`config.mk`:
```
export PLATFORM = sky130hd
export DESIGN_NAME = sfp_core
export DESIGN_NICKNAME = d
export VERILOG_FILES = /design/src/sfp_pkg.sv /design/src/sfp_crc8.sv /design/src/sfp_core.sv
export SDC_FILE = /design/constraint.sdc
export NUM_CORES = 1
export LEC_CHECK = 0
export BUFFER_PORTS_ARGS = -buffer_cell sky130_fd_sc_hd__buf_2
export CORE_MARGIN = 5
export CORE_UTILIZATION = 30
export CTS_CLUSTER_DIAMETER = 50
export DETAILED_ROUTE_END_ITERATION = 6
export PLACE_DENSITY = 0.56
export SLEW_MARGIN = 20
export SYNTH_ARGS = -nofsm -noshare
export SYNTH_HDL_FRONTEND = slang
export SYNTH_SLANG_ARGS = --single-unit
```
`constraint.sdc`:
```
create_clock -name core_clk -period 7.4 [get_ports core_clk]
set_input_delay 0.74 -clock core_clk [delete_from_list [all_inputs] [get_ports core_clk]]
set_output_delay 0.74 -clock core_clk [all_outputs]
set_load 0.005 [all_outputs]
```
`src/sfp_pkg.sv`:
```
/*
 * shared constants and carrier types for the serial register port
 * with fault latch, live status, mask and fault pin.
 * assumes one core clock; all pin inputs are asynchronous to it.
 */
package sfp_pkg;

    ////////////////////////////////////////////////////////////////////
    // register addresses (8-bit frame address field)
    localparam logic [7:0] ADDR_NOP         = 8'h00;
    localparam logic [7:0] ADDR_FAULT_LATCH = 8'h3f;
    localparam logic [7:0] ADDR_FAULT_MASK  = 8'h40;
    localparam logic [7:0] ADDR_LIVE_FAULT  = 8'h41;
    localparam logic [7:0] ADDR_HEAT_RESET  = 8'h42;
    localparam logic [7:0] ADDR_RB_SELECT   = 8'h64;
    localparam logic [7:0] ADDR_CMD_KEY     = 8'h66;

    ////////////////////////////////////////////////////////////////////
    // data values and keys
    localparam logic [15:0] KEY_FIRST  = 16'h15fa;
    localparam logic [15:0] KEY_SECOND = 16'haf51;
    localparam logic [15:0] CLEAR_ALL  = 16'hffff;
    localparam logic [15:0] REG_RESET  = 16'h0000;

    ////////////////////////////////////////////////////////////////////
    // fault bit positions (latch, live and mask share one layout)
    localparam int BIT_FRAME_ERR = 0;
    localparam int BIT_DIE_HOT   = 1;
    localparam int BIT_SUPPLY0   = 2;
    localparam int NUM_SUPPLY    = 6;
    localparam int BIT_MODEM     = 8;
    localparam int BIT_CHAN      = 9;

    // readback select and heat reset fields
    localparam int RB_PTR_MSB     = 6;
    localparam int RB_ADDR_MSB    = 7;
    localparam int RB_STATUS_SEL  = 8;
    localparam int HEAT_EN_BIT    = 0;

    ////////////////////////////////////////////////////////////////////
    // frame layout and check
    localparam logic [5:0] FRAME_BITS = 6'h20;
    localparam logic [5:0] CNT_MAX    = 6'h3f;
    localparam logic [7:0] CRC_POLY   = 8'h07;
    localparam logic [7:0] CRC_INIT   = 8'h00;

    ////////////////////////////////////////////////////////////////////
    // carriers
    typedef struct packed {
        logic [5:0] supply_low;
        logic       die_hot;
        logic       die_reset;
        logic       modem_fault;
        logic       conv_done;
        logic       comp_level;
        logic       chan_fault;
    } sfp_cond_t;

    typedef struct packed {
        logic      sclk;
        logic      cs_n;
        logic      sdi;
        logic      pin_in;
        sfp_cond_t cond;
    } sfp_pins_t;

    typedef struct packed {
        sfp_pins_t   meta;
        sfp_pins_t   sync;
        logic        sclk_prev;
        logic        cs_prev;
        logic [31:0] rx;
        logic [5:0]  cnt;
        logic [31:0] tx;
        logic        sdo;
        logic [15:0] latch;
        logic [15:0] mask;
        logic        heat_en;
        logic [15:0] rbsel;
        logic        key_armed;
        logic        rst_req;
        logic        pin_oe;
    } sfp_state_t;

endpackage

```
`src/sfp_crc8.sv`:
```
/*
 * combinational crc-8 over a 24-bit word, msb first.
 * assumes the caller registers the result where timing matters.
 */
`timescale 1ns/10ps
module sfp_crc8 import sfp_pkg::*; (
    // word in
    input  wire logic [23:0] data,
    // check byte out
    output logic      [7:0]  crc
);

    logic fb;

    // bitwise long division by the polynomial
    always_comb begin
        crc = CRC_INIT;
        fb  = 1'b0;
        for (int i = 23; i >= 0; i--) begin
            fb  = crc[7] ^ data[i];
            crc = {crc[6:0], 1'b0} ^ (fb ? CRC_POLY : 8'h00);
        end
    end

endmodule

```
`src/sfp_core.sv`:
```
/*
 * serial register port with fault latch, live status, mask, fault pin,
 * command key soft reset and heat reset.
 * assumes sclk, cs_n, sdi, the fault pin level and all conditions are
 * asynchronous; sclk is far slower than core_clk (two-stage sampling).
 */
`timescale 1ns/10ps
// Contract
// RULE1: any fault drives pin, sets latch bit
// RULE2: latch bits clear by writing one
// RULE3: host clears sub-registers before main latch; no sub-registers here, latch bits are cleared directly
// RULE4: live register follows conditions, unlatched
// RULE5: masked bits never drive fault pin
// RULE6: six supply lows set latch bits
// RULE7: die hot sets its latch bit
// RULE8: heat reset only when enabled
// RULE9: four-wire port, crc-8, straight binary
// RULE10: 32-bit shift in, msb first, falling
// RULE11: address, data, crc field layout
// RULE12: read starts with select write 0x64
// RULE13: second frame shifts readback word out
// RULE14: bit31 one at cs fall, rest rising
// RULE15: data in 23:8, crc in 7:0
// RULE16: select zero returns pointer in 30:24
// RULE17: select one returns status flags
// RULE18: bad crc discarded, error flagged
// RULE19: only 32 falling edges accepted
// RULE20: two key writes give soft reset
// RULE21: act at cs rise, restart count
module sfp_core import sfp_pkg::*; (
    // clock and reset
    input  wire logic      core_clk,
    input  wire logic      rst,
    // serial port pins
    input  wire logic      sclk,
    input  wire logic      cs_n,
    input  wire logic      sdi,
    output logic           sdo,
    // open-drain fault pin
    input  wire logic      fault_pin_i,
    output logic           fault_pin_o,
    output logic           fault_pin_oe,
    // monitored conditions
    input  wire sfp_cond_t cond,
    // full device reset request
    output logic           dev_reset
);

    sfp_state_t  s_q;
    sfp_state_t  s_d;
    sfp_pins_t   pins;
    logic        cs_fall;
    logic        cs_rise;
    logic        sclk_fall;
    logic        sclk_rise;
    logic [7:0]  crc_rx;
    logic [7:0]  crc_tx;
    logic        crc_ok;
    logic        len_ok;
    logic        wr_fire;
    logic        frame_err;
    logic [7:0]  wr_addr;
    logic [15:0] wr_data;
    logic [15:0] live;
    logic [15:0] rd_data;
    logic [6:0]  mid;
    logic [23:0] tx_head;
    logic        key_hit;

    ////////////////////////////////////////////////////////////////////
    // pin bundle and edge detect on the second sampling stage
    assign pins      = '{sclk: sclk, cs_n: cs_n, sdi: sdi, pin_in: fault_pin_i, cond: cond};
    assign cs_fall   = s_q.cs_prev & ~s_q.sync.cs_n;
    assign cs_rise   = ~s_q.cs_prev & s_q.sync.cs_n;
    // RULE10: sample on falling
    assign sclk_fall = ~s_q.sync.cs_n & s_q.sclk_prev & ~s_q.sync.sclk;
    assign sclk_rise = ~s_q.sync.cs_n & ~s_q.sclk_prev & s_q.sync.sclk;

    ////////////////////////////////////////////////////////////////////
    // RULE9: crc-8 frame check
    sfp_crc8 u_crc_rx (
        .data (s_q.rx[31:8]),
        .crc  (crc_rx)
    );

    // RULE11: address, data, crc fields
    assign wr_addr   = s_q.rx[31:24];
    assign wr_data   = s_q.rx[23:8];
    // RULE18: crc must match
    assign crc_ok    = (crc_rx == s_q.rx[7:0]);
    // RULE19: exactly 32 falling edges
    assign len_ok    = (s_q.cnt == FRAME_BITS);
    // RULE21: act only at cs rise
    assign wr_fire   = cs_rise & len_ok & crc_ok;
    assign frame_err = cs_rise & ~(len_ok & crc_ok);

    ////////////////////////////////////////////////////////////////////
    // RULE4: live view of conditions
    always_comb begin
        live                                  = REG_RESET;
        live[BIT_DIE_HOT]                     = s_q.sync.cond.die_hot;
        live[BIT_SUPPLY0 +: NUM_SUPPLY]       = s_q.sync.cond.supply_low;
        live[BIT_MODEM]                       = s_q.sync.cond.modem_fault;
        live[BIT_CHAN]                        = s_q.sync.cond.chan_fault;
    end

    ////////////////////////////////////////////////////////////////////
    // readback mux by selected address
    always_comb begin
        case (s_q.rbsel[RB_ADDR_MSB:0])
            ADDR_FAULT_LATCH: rd_data = s_q.latch;
            ADDR_FAULT_MASK:  rd_data = s_q.mask;
            ADDR_LIVE_FAULT:  rd_data = live;
            ADDR_HEAT_RESET:  rd_data = {15'h0000, s_q.heat_en};
            ADDR_RB_SELECT:   rd_data = s_q.rbsel;
            default:          rd_data = REG_RESET;
        endcase
    end

    // RULE16: pointer when select clear
    // RULE17: status flags when select set
    assign mid     = s_q.rbsel[RB_STATUS_SEL]
                   ? {s_q.sync.pin_in, s_q.sync.cond.conv_done, s_q.sync.cond.modem_fault,
                      3'h0, s_q.sync.cond.comp_level}
                   : s_q.rbsel[RB_PTR_MSB:0];
    // RULE15: data then crc
    assign tx_head = {1'b1, mid, rd_data};

    sfp_crc8 u_crc_tx (
        .data (tx_head),
        .crc  (crc_tx)
    );

    // RULE20: second key right after first
    assign key_hit = wr_fire & (wr_addr == ADDR_CMD_KEY) & s_q.key_armed & (wr_data == KEY_SECOND);

    ////////////////////////////////////////////////////////////////////
    // next state
    always_comb begin
        s_d           = s_q;
        s_d.meta      = pins;
        s_d.sync      = s_q.meta;
        s_d.sclk_prev = s_q.sync.sclk;
        s_d.cs_prev   = s_q.sync.cs_n;
        // RULE21: restart count at cs fall
        if (cs_fall) begin
            s_d.cnt = 6'h00;
            s_d.tx  = {tx_head, crc_tx};
            // RULE14: bit31 one at cs fall
            s_d.sdo = 1'b1;
        end else begin
            if (sclk_fall) begin
                s_d.rx  = {s_q.rx[30:0], s_q.sync.sdi};
                s_d.cnt = (s_q.cnt == CNT_MAX) ? CNT_MAX : s_q.cnt + 6'h01;
            end
            // RULE13: shift readback out msb first
            if (sclk_rise) begin
                s_d.tx  = {s_q.tx[30:0], 1'b0};
                s_d.sdo = s_q.tx[30];
            end
        end
        // RULE1 RULE6 RULE7: latch every live register bit
        // RULE2: write one clears, set wins
        s_d.latch = s_q.latch & ~((wr_fire && wr_addr == ADDR_FAULT_LATCH) ? wr_data : REG_RESET);
        s_d.latch = s_d.latch | live;
        s_d.latch[BIT_FRAME_ERR] = s_d.latch[BIT_FRAME_ERR] | frame_err;
        // register writes
        if (wr_fire) begin
            s_d.key_armed = 1'b0;
            case (wr_addr)
                ADDR_FAULT_MASK: s_d.mask    = wr_data;
                ADDR_HEAT_RESET: s_d.heat_en = wr_data[HEAT_EN_BIT];
                // RULE12: select register for reads
                ADDR_RB_SELECT:  s_d.rbsel   = wr_data;
                ADDR_CMD_KEY:    s_d.key_armed = (wr_data == KEY_FIRST);
                ADDR_NOP:        s_d.key_armed = 1'b0;
                default:         s_d.key_armed = 1'b0;
            endcase
        end
        // RULE8: heat reset only when enabled
        s_d.rst_req = key_hit | (s_q.heat_en & s_q.sync.cond.die_reset);
        // RULE5: mask gates fault pin
        s_d.pin_oe  = |(s_q.latch & ~s_q.mask);
        if (rst || s_q.rst_req) begin
            s_d              = '0;
            s_d.meta.cs_n    = 1'b1;
            s_d.sync.cs_n    = 1'b1;
            s_d.cs_prev      = 1'b1;
            s_d.meta.pin_in  = 1'b1;
            s_d.sync.pin_in  = 1'b1;
        end
    end

    // state register
    always_ff @(posedge core_clk) begin
        s_q <= s_d;
    end

    ////////////////////////////////////////////////////////////////////
    // outputs straight from flops
    assign sdo          = s_q.sdo;
    assign fault_pin_o  = s_q.rst_req & 1'b0;
    assign fault_pin_oe = s_q.pin_oe;
    assign dev_reset    = s_q.rst_req;
endmodule

```
==> results of run 1 <==
## power groups by stage
| stage | sequential (mW) | clock (mW) | combinational (mW) |
|---|---|---|---|
| finish | 0.867 | 0.838 | 0.0532 |
| global route | 0.869 | 0.897 | 0.0604 |
| CTS | 0.867 | 0.856 | 0.0534 |
| detailed placement | 0.886 | 0 | 0.0531 |
| global placement | 0.886 | 0 | 0.0528 |
| floorplan | 0.883 | 0 | 0.0382 |
## flip-flops by register name, summed over array words and instances (netlist names)
name	cells
live	9
sdo	1
fault_pin_oe	1
s_q	144
dev_reset	1
## worst register-to-register path, cell delays in order, from the launching register on
cell     delay [ns]
dfxtp_1        0.48
inv_1          0.08
ha_1           0.32
xnor2_1        0.17
xnor2_1        0.36
xnor3_2        0.49
xnor2_2        0.17
xnor2_1        0.17
nor4_4         0.51
nand4_4        0.47
mux2i_1        0.30
nor2_1         0.06
## placed cells by master, fill, tap and decap left out, drive strengths merged, types with 19 or more instances in the layout
cell type  instances
dfxtp            156
and2              34
mux2i             43
nand2            129
nor2              67
inv               42
xnor2             63
buf               29
xor2              28
a21oi             54
nand3             41
o21ai             19
## cell families (layout without fill, tap and decap cells)
kind of cell | Yosys count | after routing | share of synthesized area
buffers and inverters | 98 | 96 | 0.0508
XOR/XNOR | 104 | 104 | 0.143
other | 1 | 1 | 0.000485
AO/OA/AOI/OAI | 140 | 140 | 0.118
multiplexers | 43 | 43 | 0.0556
flip-flops | 156 | 156 | 0.404
AND/OR/NAND/NOR | 332 | 332 | 0.213
adder cells (fa/ha/maj) | 10 | 10 | 0.0162
## cell usage after synthesis (11+ instances only)
master	instances
inv_1	34
xnor2_1	61
dfxtp_1	156
mux2i_1	43
clkbuf_1	50
and2_1	34
a211oi_1	11
a311oi_1	11
nand2_1	129
nand3_1	41
a31oi_1	12
and3_1	12
nor2_1	67
a21oi_1	54
xnor3_1	11
xor2_1	28
o21ai_0	19
## final cells by class
class	instances	area share
multi-input combinational	630	0.490
sequential	156	0.362
tap	330	0.0478
clock inverter	14	0.0143
inverter	35	0.0152
clock buffer	18	0.0508
timing repair buffer	29	0.0198
## per-layer routing
layer  wire length, um  share of wire  vias to the layer above
li1                  -              -                     2988
met1              9910           0.51                     2805
met2              8300           0.43                      143
met3               813          0.042                       31
met4               459          0.024                        0
met5                 0              0                        -
## worst paths after layout
path / to / depth (start not counted)
max: s_q[5]$_SDFFE_PP0P_ / 11
min: s_q[126]$_SDFF_PP0_ / 1
max reg2reg: s_q[5]$_SDFFE_PP0P_ / 11
min reg2reg: s_q[126]$_SDFF_PP0_ / 1
## per-stage QoR
| stage | instance area [um2] | utilization | total power [mW] |
|---|---|---|---|
| 6_report | 8640 | 0.341 | 1.76 |
| 5_1_grt | 8640 | 0.341 | 1.83 |
| 4_1_cts | 8630 | 0.341 | 1.78 |
| 3_5_place_dp | 8070 | 0.319 | 0.939 |
| 3_3_place_gp | 8070 | 0.319 | 0.939 |
| 2_1_floorplan | 7740 | - | 0.921 |
==> summary.txt, run 1 <==
==================================================================================================
Number of maximum-capacitance violations ............................................            0
Critical path data required time ....................................................      7.67 ns
Flop2flop setup slack ...............................................................      3.68 ns
Ports placed on the boundary ........................................................           22
Result of the run ................................................................... finished clean
Pwr Density .........................................................................   204 mW/mm2
Slowest-stage cell, CP ..............................................................       nor4_4
Met1 track utilization from global routing ..........................................        0.202
Number of enable flip-flop cells after synthesis ....................................            0
Most area-hungry cell type in the Yosys netlist .....................................      dfxtp_1
Post-synthesis cell count ...........................................................          884
Data arrival time at the worst-slack endpoint .......................................      3.99 ns
Share of synthesized area occupied by flip-flops and latches ........................        0.404
Upper clock frequency limit .........................................................      269 MHz
Post-cts hold buffer count ..........................................................            0
Antenna diode count .................................................................            0
Core box area .......................................................................   0.0253 mm2
Met2 track demand over resource in global routing ...................................        0.198
Register share of total power .......................................................        0.493
Total wire length after detailed routing ............................................      19.5 mm
Crit-path max cell delay ............................................................      0.51 ns
Hold violation count in the final report ............................................            0
Source of the worst hold timing path ................................................ s_q[142]$_SDFF_PP0_
Ordered list of cells on the worst path ............................................. inv_1, ha_1, xnor2_1, xnor2_1, xnor3_2, xnor2_2, xnor2_1, nor4_4, nand4_4, mux2i_1, nor2_1
Combined global-route utilization of all metal layers ...............................        0.136
RSZ-0062 raised after global routing ................................................           no
Starting DRT DRC Count ..............................................................          602
Number of nets in the finished design ...............................................          897
Setup TNS after final layout ........................................................         0 ns
Critical path fanouts, max ..........................................................           16
Switching power share of the total ..................................................        0.244
Die width ...........................................................................       171 um
Post-route DRC violation count ......................................................            0
Crit Reg-Reg Startpoint ............................................................. s_q[117]$_SDFFE_PP0P_
Clk_lat worst skew ..................................................................      0.43 ns
Number of failing setup endpoints in the final timing report ........................            0
Mean routed wirelength per cell .....................................................      16.1 um
Power spent charging and discharging nets ...........................................       429 uW
Cell occurring most often along the worst timing path ...............................      xnor2_1
Remaining antenna violation count after routing .....................................            0
CTS tree ............................................................................          yes
Number of nets in the synthesized netlist ...........................................          912
Share of flip-flops with an asynchronous set or reset ...............................            0
Path class of the lowest-slack min-delay path ....................................... register to register
Area of combinational cells with multiple inputs ....................................  0.00424 mm2
Clock transition time at the flip-flop clock pins of the worst setup and hold paths .      0.07 ns
Number of antenna violations at the first check in global routing ...................            0
Number of vias in the routed layout .................................................        5,967
Residual overflow from global routing ...............................................            0
RD Place Congestion .................................................................        0.833
Number of buffer and inverter stages on the critical path ...........................            1
Layout Cells excl Fill ..............................................................        1,212
Setup fix buffers added after clock tree synthesis ..................................            0
Maximum number of buffers from clock root to sink ...................................            2
Category of the worst setup path capture point ......................................     register
Largest cells by area after synthesis ............................................... dfxtp_1 (40%), xnor2_1 (6.9%), nand2_1 (6.3%)
Design internal power ...............................................................      1.33 mW
Mapped cell area ....................................................................  0.00774 mm2
Post-route minimum period ...........................................................      3.72 ns
M3 GR Usage .........................................................................       0.0203
Die Ht ..............................................................................       171 um
Share of the clock period used by the worst path after layout .......................        0.502
Share of total power in combinational logic .........................................        0.030
Vias/cell ...........................................................................         4.92
Sequential standard cell area .......................................................  0.00312 mm2
Initial core utilization ............................................................        0.306
Unique masters post-synth ...........................................................           56
Leakage power .......................................................................      3.32 nW
Fin Hold WS .........................................................................     0.425 ns
Vias in the first global route ......................................................        5,489
Worst-Margin Slew ...................................................................      1.07 ns
Pins Over Slew Limit ................................................................            0
Startpoint class of the critical path ...............................................     register
Fraction of power consumed by the clock network .....................................        0.477
Dpl hpwl ............................................................................      12.9 mm
Post-CTS sizing .....................................................................            0
Timing startpoint of the critical path .............................................. s_q[117]$_SDFFE_PP0P_
Layout filler cell count ............................................................        2,579
Worst setup path category ........................................................... register to register
Fraction of layout instances using a drive strength above 1 .........................       0.0873
Number of placement rows ............................................................           58
Port Buffers ........................................................................           20
Layout-stage area growth over the synthesis result ..................................        11.6%
Yosys top cell area share ...........................................................        0.404
Pre-CTS setup slack .................................................................      3.70 ns
Clock sinks .........................................................................          156
Total iterations of the first detailed-routing run ..................................            7
Most used flip-flop cell after synthesis ............................................      dfxtp_1
Number of buffers added by the clock tree synthesis step ............................           17
Global-route layer with the greatest usage ..........................................         met1
Worst clock skew on the final layout ................................................    0.0124 ns
Syn. warnings .......................................................................            0
Peak supply drop ....................................................................       158 uV
Post-Place Cells ....................................................................        1,180
Maximum number of pins on one net before global-route repair ........................          104
Crit path setup slack, layout .......................................................      3.68 ns
Clock root buffer ...................................................................    clkbuf_16
Post-synthesis register bit count ...................................................          156
Top cell family by delay on the critical path ....................................... XOR/XNOR gates
Level count of the clock H-tree .....................................................            4
First-pass GRT wire length ..........................................................      31.3 mm
Tightest slew margin relative to the limit ..........................................        0.284
Mean Syn Cell Area ..................................................................     8.75 um2
Die Footprint .......................................................................   0.0291 mm2
==================================================================================================
(Power assumes the default switching activity.)
==> run 2, diff against run 1 <==
--- a/config.mk
+++ b/config.mk
@@ -5,12 +5,13 @@
 export SDC_FILE = /design/constraint.sdc
 export NUM_CORES = 1
 export LEC_CHECK = 0
+export ABC_AREA = 1
 export BUFFER_PORTS_ARGS = -buffer_cell sky130_fd_sc_hd__buf_2
 export CORE_MARGIN = 5
 export CORE_UTILIZATION = 30
 export CTS_CLUSTER_DIAMETER = 50
 export DETAILED_ROUTE_END_ITERATION = 6
-export PLACE_DENSITY = 0.56
+export PLACE_DENSITY = 0.58
 export SLEW_MARGIN = 20
 export SYNTH_ARGS = -nofsm -noshare
 export SYNTH_HDL_FRONTEND = slang
==> constraint.sdc (replaced) <==
create_clock -name core_clk -period 3.1 [get_ports core_clk]
set_input_delay 0.31 -clock core_clk [delete_from_list [all_inputs] [get_ports core_clk]]
set_output_delay 0.31 -clock core_clk [all_outputs]
set_load 0.005 [all_outputs]
==> run 2 against run 1 <==
  * The flow now finishes with violations (setup timing)
  * Critical path depth is 15 higher
  * Via count is 41% higher
  * Critical endpoint is now s_q[11]$_SDFFE_PP0P_
  * Area after synthesis is 13% higher
  * Critical path type unchanged
  * Total power is 150% higher
  * Largest power group is now the clock network
  * Core utilization is 3.8 points higher
  * Final area is 26% higher
==> summary.txt, run 2 <==
==================================================================================================
Result of the run ................................................................... finished with violations   was finished clean
Failing checks ...................................................................... setup timing
Switching power share of the total ..................................................        0.262   was 0.244
End-of-flow core utilization ........................................................        0.379   was 0.341
Remaining antenna violation count after routing .....................................            0   unchanged
Yosys top cell area share ...........................................................        0.357   was 0.404
Upper clock frequency limit .........................................................      315 MHz   was 269 MHz
Hold violation count in the final report ............................................            0   unchanged
Leakage power .......................................................................      4.91 nW   was 3.32 nW
Startpoint class of the critical path ...............................................     register   unchanged
Crit path setup slack, layout .......................................................   -0.0767 ns   was 3.68 ns
Cell occurring most often along the worst timing path ...............................      nand2_2   was xnor2_1
Pre-CTS setup slack .................................................................   -0.0685 ns   was 3.70 ns
Fraction of power consumed by the clock network .....................................        0.486   was 0.477
Crit-path max cell delay ............................................................      0.34 ns   was 0.51 ns
Most used flip-flop cell after synthesis ............................................      dfxtp_1   unchanged
Clock root buffer ...................................................................    clkbuf_16   unchanged
Initial core utilization ............................................................        0.304   was 0.306
Combined global-route utilization of all metal layers ...............................        0.149   was 0.136
Die width ...........................................................................       181 um   was 171 um
Number of placement rows ............................................................           62   was 58
Count of cells along the worst hold path ............................................            2   was 1
Worst setup path category ........................................................... register to register   unchanged
Crit Reg-Reg Startpoint ............................................................. s_q[122]$_SDFFE_PP0P_   was s_q[117]$_SDFFE_PP0P_
Maximum number of buffers from clock root to sink ...................................            2   unchanged
Layout Cells excl Fill ..............................................................        1,763   was 1,212
Tightest slew margin relative to the limit ..........................................        0.463   was 0.284
Starting DRT DRC Count ..............................................................          656   was 602
RSZ-0062 raised after global routing ................................................          yes   was no
Mapped cell area ....................................................................  0.00874 mm2   was 0.00774 mm2
Total iterations of the first detailed-routing run ..................................            5   was 7
Level count of the clock H-tree .....................................................            4   unchanged
Most area-hungry cell type in the Yosys netlist .....................................      dfxtp_1   unchanged
Layout-stage area growth over the synthesis result ..................................        24.5%   was 11.6%
Capturing point of the worst reg2reg path ........................................... s_q[11]$_SDFFE_PP0P_   was s_q[5]$_SDFFE_PP0P_
Number of vias in the routed layout .................................................        8,393   was 5,967
Antenna diode count .................................................................            0   unchanged
Post-synthesis register bit count ...................................................          156   unchanged
Port Buffers ........................................................................           20   unchanged
Clock sinks .........................................................................          156   unchanged
Critical path data required time ....................................................      3.41 ns   was 7.67 ns
Number of enable flip-flop cells after synthesis ....................................            0   unchanged
Die Ht ..............................................................................       181 um   was 171 um
Hold Path Sink ...................................................................... s_q[153]$_SDFF_PP1_   was s_q[126]$_SDFF_PP0_
Dpl hpwl ............................................................................      17.9 mm   was 12.9 mm
Residual overflow from global routing ...............................................            0   unchanged
Post-synthesis cell count ...........................................................        1,315   was 884
Share of total power in combinational logic .........................................        0.037   was 0.030
Peak supply drop ....................................................................       374 uV   was 158 uV
Power spent charging and discharging nets ...........................................      1.13 mW   was 429 uW
Number of nets in the finished design ...............................................        1,394   was 897
Path class of the lowest-slack min-delay path ....................................... input pin to register   was register to register
Worst R2R Path Depth ................................................................           26   was 11
Non-Filler Cell Area, Final .........................................................   0.0109 mm2   was 0.00864 mm2
RD Place Congestion .................................................................        0.911   was 0.833
Flop2flop setup slack ...............................................................     -0.08 ns   was 3.68 ns
Slowest-stage cell, CP ..............................................................      dfxtp_2   was nor4_4
Post-Place Cells ....................................................................        1,714   was 1,180
Largest Register ....................................................................          s_q   unchanged
Clock transition time at the flip-flop clock pins of the worst setup and hold paths .      0.07 ns   about the same
Number of nets in the synthesized netlist ...........................................        1,343   was 912
Commonest cells after routing, fill and taps aside .................................. nand2_1 (305), inv_1 (163), dfxtp_1 (150), nor2_1 (111), a21oi_1 (76)   was dfxtp_1 (156), nand2_1 (129), nor2_1 (66), xnor2_1 (61), a21oi_1 (54)
Number of failing setup endpoints in the final timing report ........................           16   was 0
CTS tree ............................................................................          yes   unchanged
Overall Power .......................................................................      4.32 mW   was 1.76 mW
Cell types with the highest counts after synthesis .................................. nand2_1 (354), inv_1 (170), dfxtp_1 (156)   was dfxtp_1 (156), nand2_1 (129), nor2_1 (67)
Clk_lat worst skew ..................................................................      0.43 ns   about the same
Total wire length after detailed routing ............................................      25.1 mm   was 19.5 mm
Worst-Margin Slew ...................................................................     0.802 ns   was 1.07 ns
Register share of total power .......................................................        0.477   was 0.493
Number of buffers added by the clock tree synthesis step ............................           17   unchanged
Core box area .......................................................................   0.0287 mm2   was 0.0253 mm2
Mean Syn Cell Area ..................................................................     6.65 um2   was 8.75 um2
Instance area after placement .......................................................  0.00946 mm2   was 0.00807 mm2
Source of the worst hold timing path ................................................  fault_pin_i   was s_q[142]$_SDFF_PP0_
Flip-flop count of the largest register, all copies and words added .................          144   unchanged
Post-route minimum period ...........................................................      3.18 ns   was 3.72 ns
Design internal power ...............................................................      3.18 mW   was 1.33 mW
Maximum number of pins on one net before global-route repair ........................           71   was 104
Category of the worst setup path capture point ......................................     register   unchanged
Fin Hold WS .........................................................................    0.0646 ns   was 0.425 ns
Vias/cell ...........................................................................         4.76   was 4.92
Share of the clock period used by the worst path after layout .......................         1.02   was 0.502
Most frequent standard cell in the layout excluding fill and tap cells ..............      nand2_1   was dfxtp_1
Share of flip-flops with an asynchronous set or reset ...............................            0   unchanged
Syn. warnings .......................................................................            0   unchanged
Unique masters post-synth ...........................................................           46   was 56
Number of maximum-capacitance violations ............................................            0   unchanged
Most used standard cell by instance count after synthesis ...........................      nand2_1   was dfxtp_1
Setup TNS after final layout ........................................................    -0.730 ns   was 0 ns
Data arrival time at the worst-slack endpoint .......................................      3.49 ns   was 3.99 ns
Number of antenna violations at the first check in global routing ...................            0   unchanged
Vias in the first global route ......................................................        7,792   was 5,489
Largest cells by area after synthesis ............................................... dfxtp_1 (36%), nand2_1 (15%), inv_1 (7.3%)   was dfxtp_1 (40%), xnor2_1 (6.9%), nand2_1 (6.3%)
Post-cts hold buffer count ..........................................................            0   unchanged
Mean routed wirelength per cell .....................................................      14.2 um   was 16.1 um
Ports placed on the boundary ........................................................           22   unchanged
Fraction of layout instances using a drive strength above 1 .........................        0.227   was 0.0873
Share of synthesized area occupied by flip-flops and latches ........................        0.357   was 0.404
Worst clock skew on the final layout ................................................    0.0119 ns   was 0.0124 ns
Pins Over Slew Limit ................................................................            0   unchanged
Critical path fanouts, max ..........................................................            8   was 16
Post-route DRC violation count ......................................................            0   unchanged
Die Footprint .......................................................................   0.0326 mm2   was 0.0291 mm2
Pwr Density .........................................................................   397 mW/mm2   was 204 mW/mm2
First-pass GRT wire length ..........................................................      40.0 mm   was 31.3 mm
==================================================================================================
run 2: kinds of logic (layout without fill, tap and decap cells):
| logic type | count (synthesis) | count (layout) | share of synthesized area |
|---|---|---|---|
| AO/OA/AOI/OAI | 212 | 212 | 0.150 |
| XOR/XNOR | 29 | 29 | 0.0316 |
| adder cells (fa/ha/maj) | 10 | 10 | 0.0143 |
| buffers and inverters | 238 | 302 | 0.108 |
| flip-flops | 156 | 156 | 0.357 |
| other | 1 | 1 | 0.000429 |
| AND/OR/NAND/NOR | 669 | 669 | 0.338 |
run 2: worst max path at each step:
stage,slack (ns),end,from,cells after the start
floorplan,0.33,s_q[25]$_SDFFE_PP0P_,s_q[121]$_SDFFE_PP0P_,25
global placement,-0.03,s_q[6]$_SDFFE_PP0P_,s_q[120]$_SDFFE_PP0P_,25
detailed placement,-0.07,s_q[6]$_SDFFE_PP0P_,s_q[120]$_SDFFE_PP0P_,25
CTS,0.01,s_q[29]$_SDFFE_PP0P_,s_q[122]$_SDFFE_PP0P_,23
global route,-0.28,s_q[11]$_SDFFE_PP0P_,s_q[122]$_SDFFE_PP0P_,23
finish,-0.08,s_q[11]$_SDFFE_PP0P_,s_q[122]$_SDFFE_PP0P_,26
run 2: power by group through the flow:
stage / combinational [mW] / sequential (mW) / clock, mW
5_1_grt: 0.179 / 2.06 / 2.22
3_3_place_gp: 0.151 / 2.11 / 0
3_5_place_dp: 0.153 / 2.11 / 0
6_report: 0.158 / 2.06 / 2.10
2_1_floorplan: 0.107 / 2.10 / 0
4_1_cts: 0.154 / 2.06 / 2.14
run 2: worst max-delay path, delay by kind of cell (launching register included):
family | cells | cell delay, ns
AND/OR/NAND/NOR | 20 | 1.89
flip-flops | 1 | 0.34
adder cells (fa/ha/maj) | 1 | 0.28
buffers and inverters | 5 | 0.57
run 2: layout make-up:
class	instances	area, um2
Fill cell	3086	17800
Multi-Input combinational cell	921	5270
Sequential cell	156	3130
Inverter	190	727
Timing Repair Buffer	80	679
Tap cell	384	480
Clock buffer	17	425
Clock inverter	15	171
run 2: layer usage:
layer	GRT usage	part of all wire
met4	0.0538	0.032
met5	0	0
met2	0.248	0.47
met1	0.197	0.46
met3	0.0216	0.036
run 2: what timing repair did:
action | CTS | global route
gates resized for setup | 11 | 153
setup endpoints to repair | 18 | 57
cloned | 2 | 3
buffers inserted | 2 | 11
pin swaps | 1 | 47
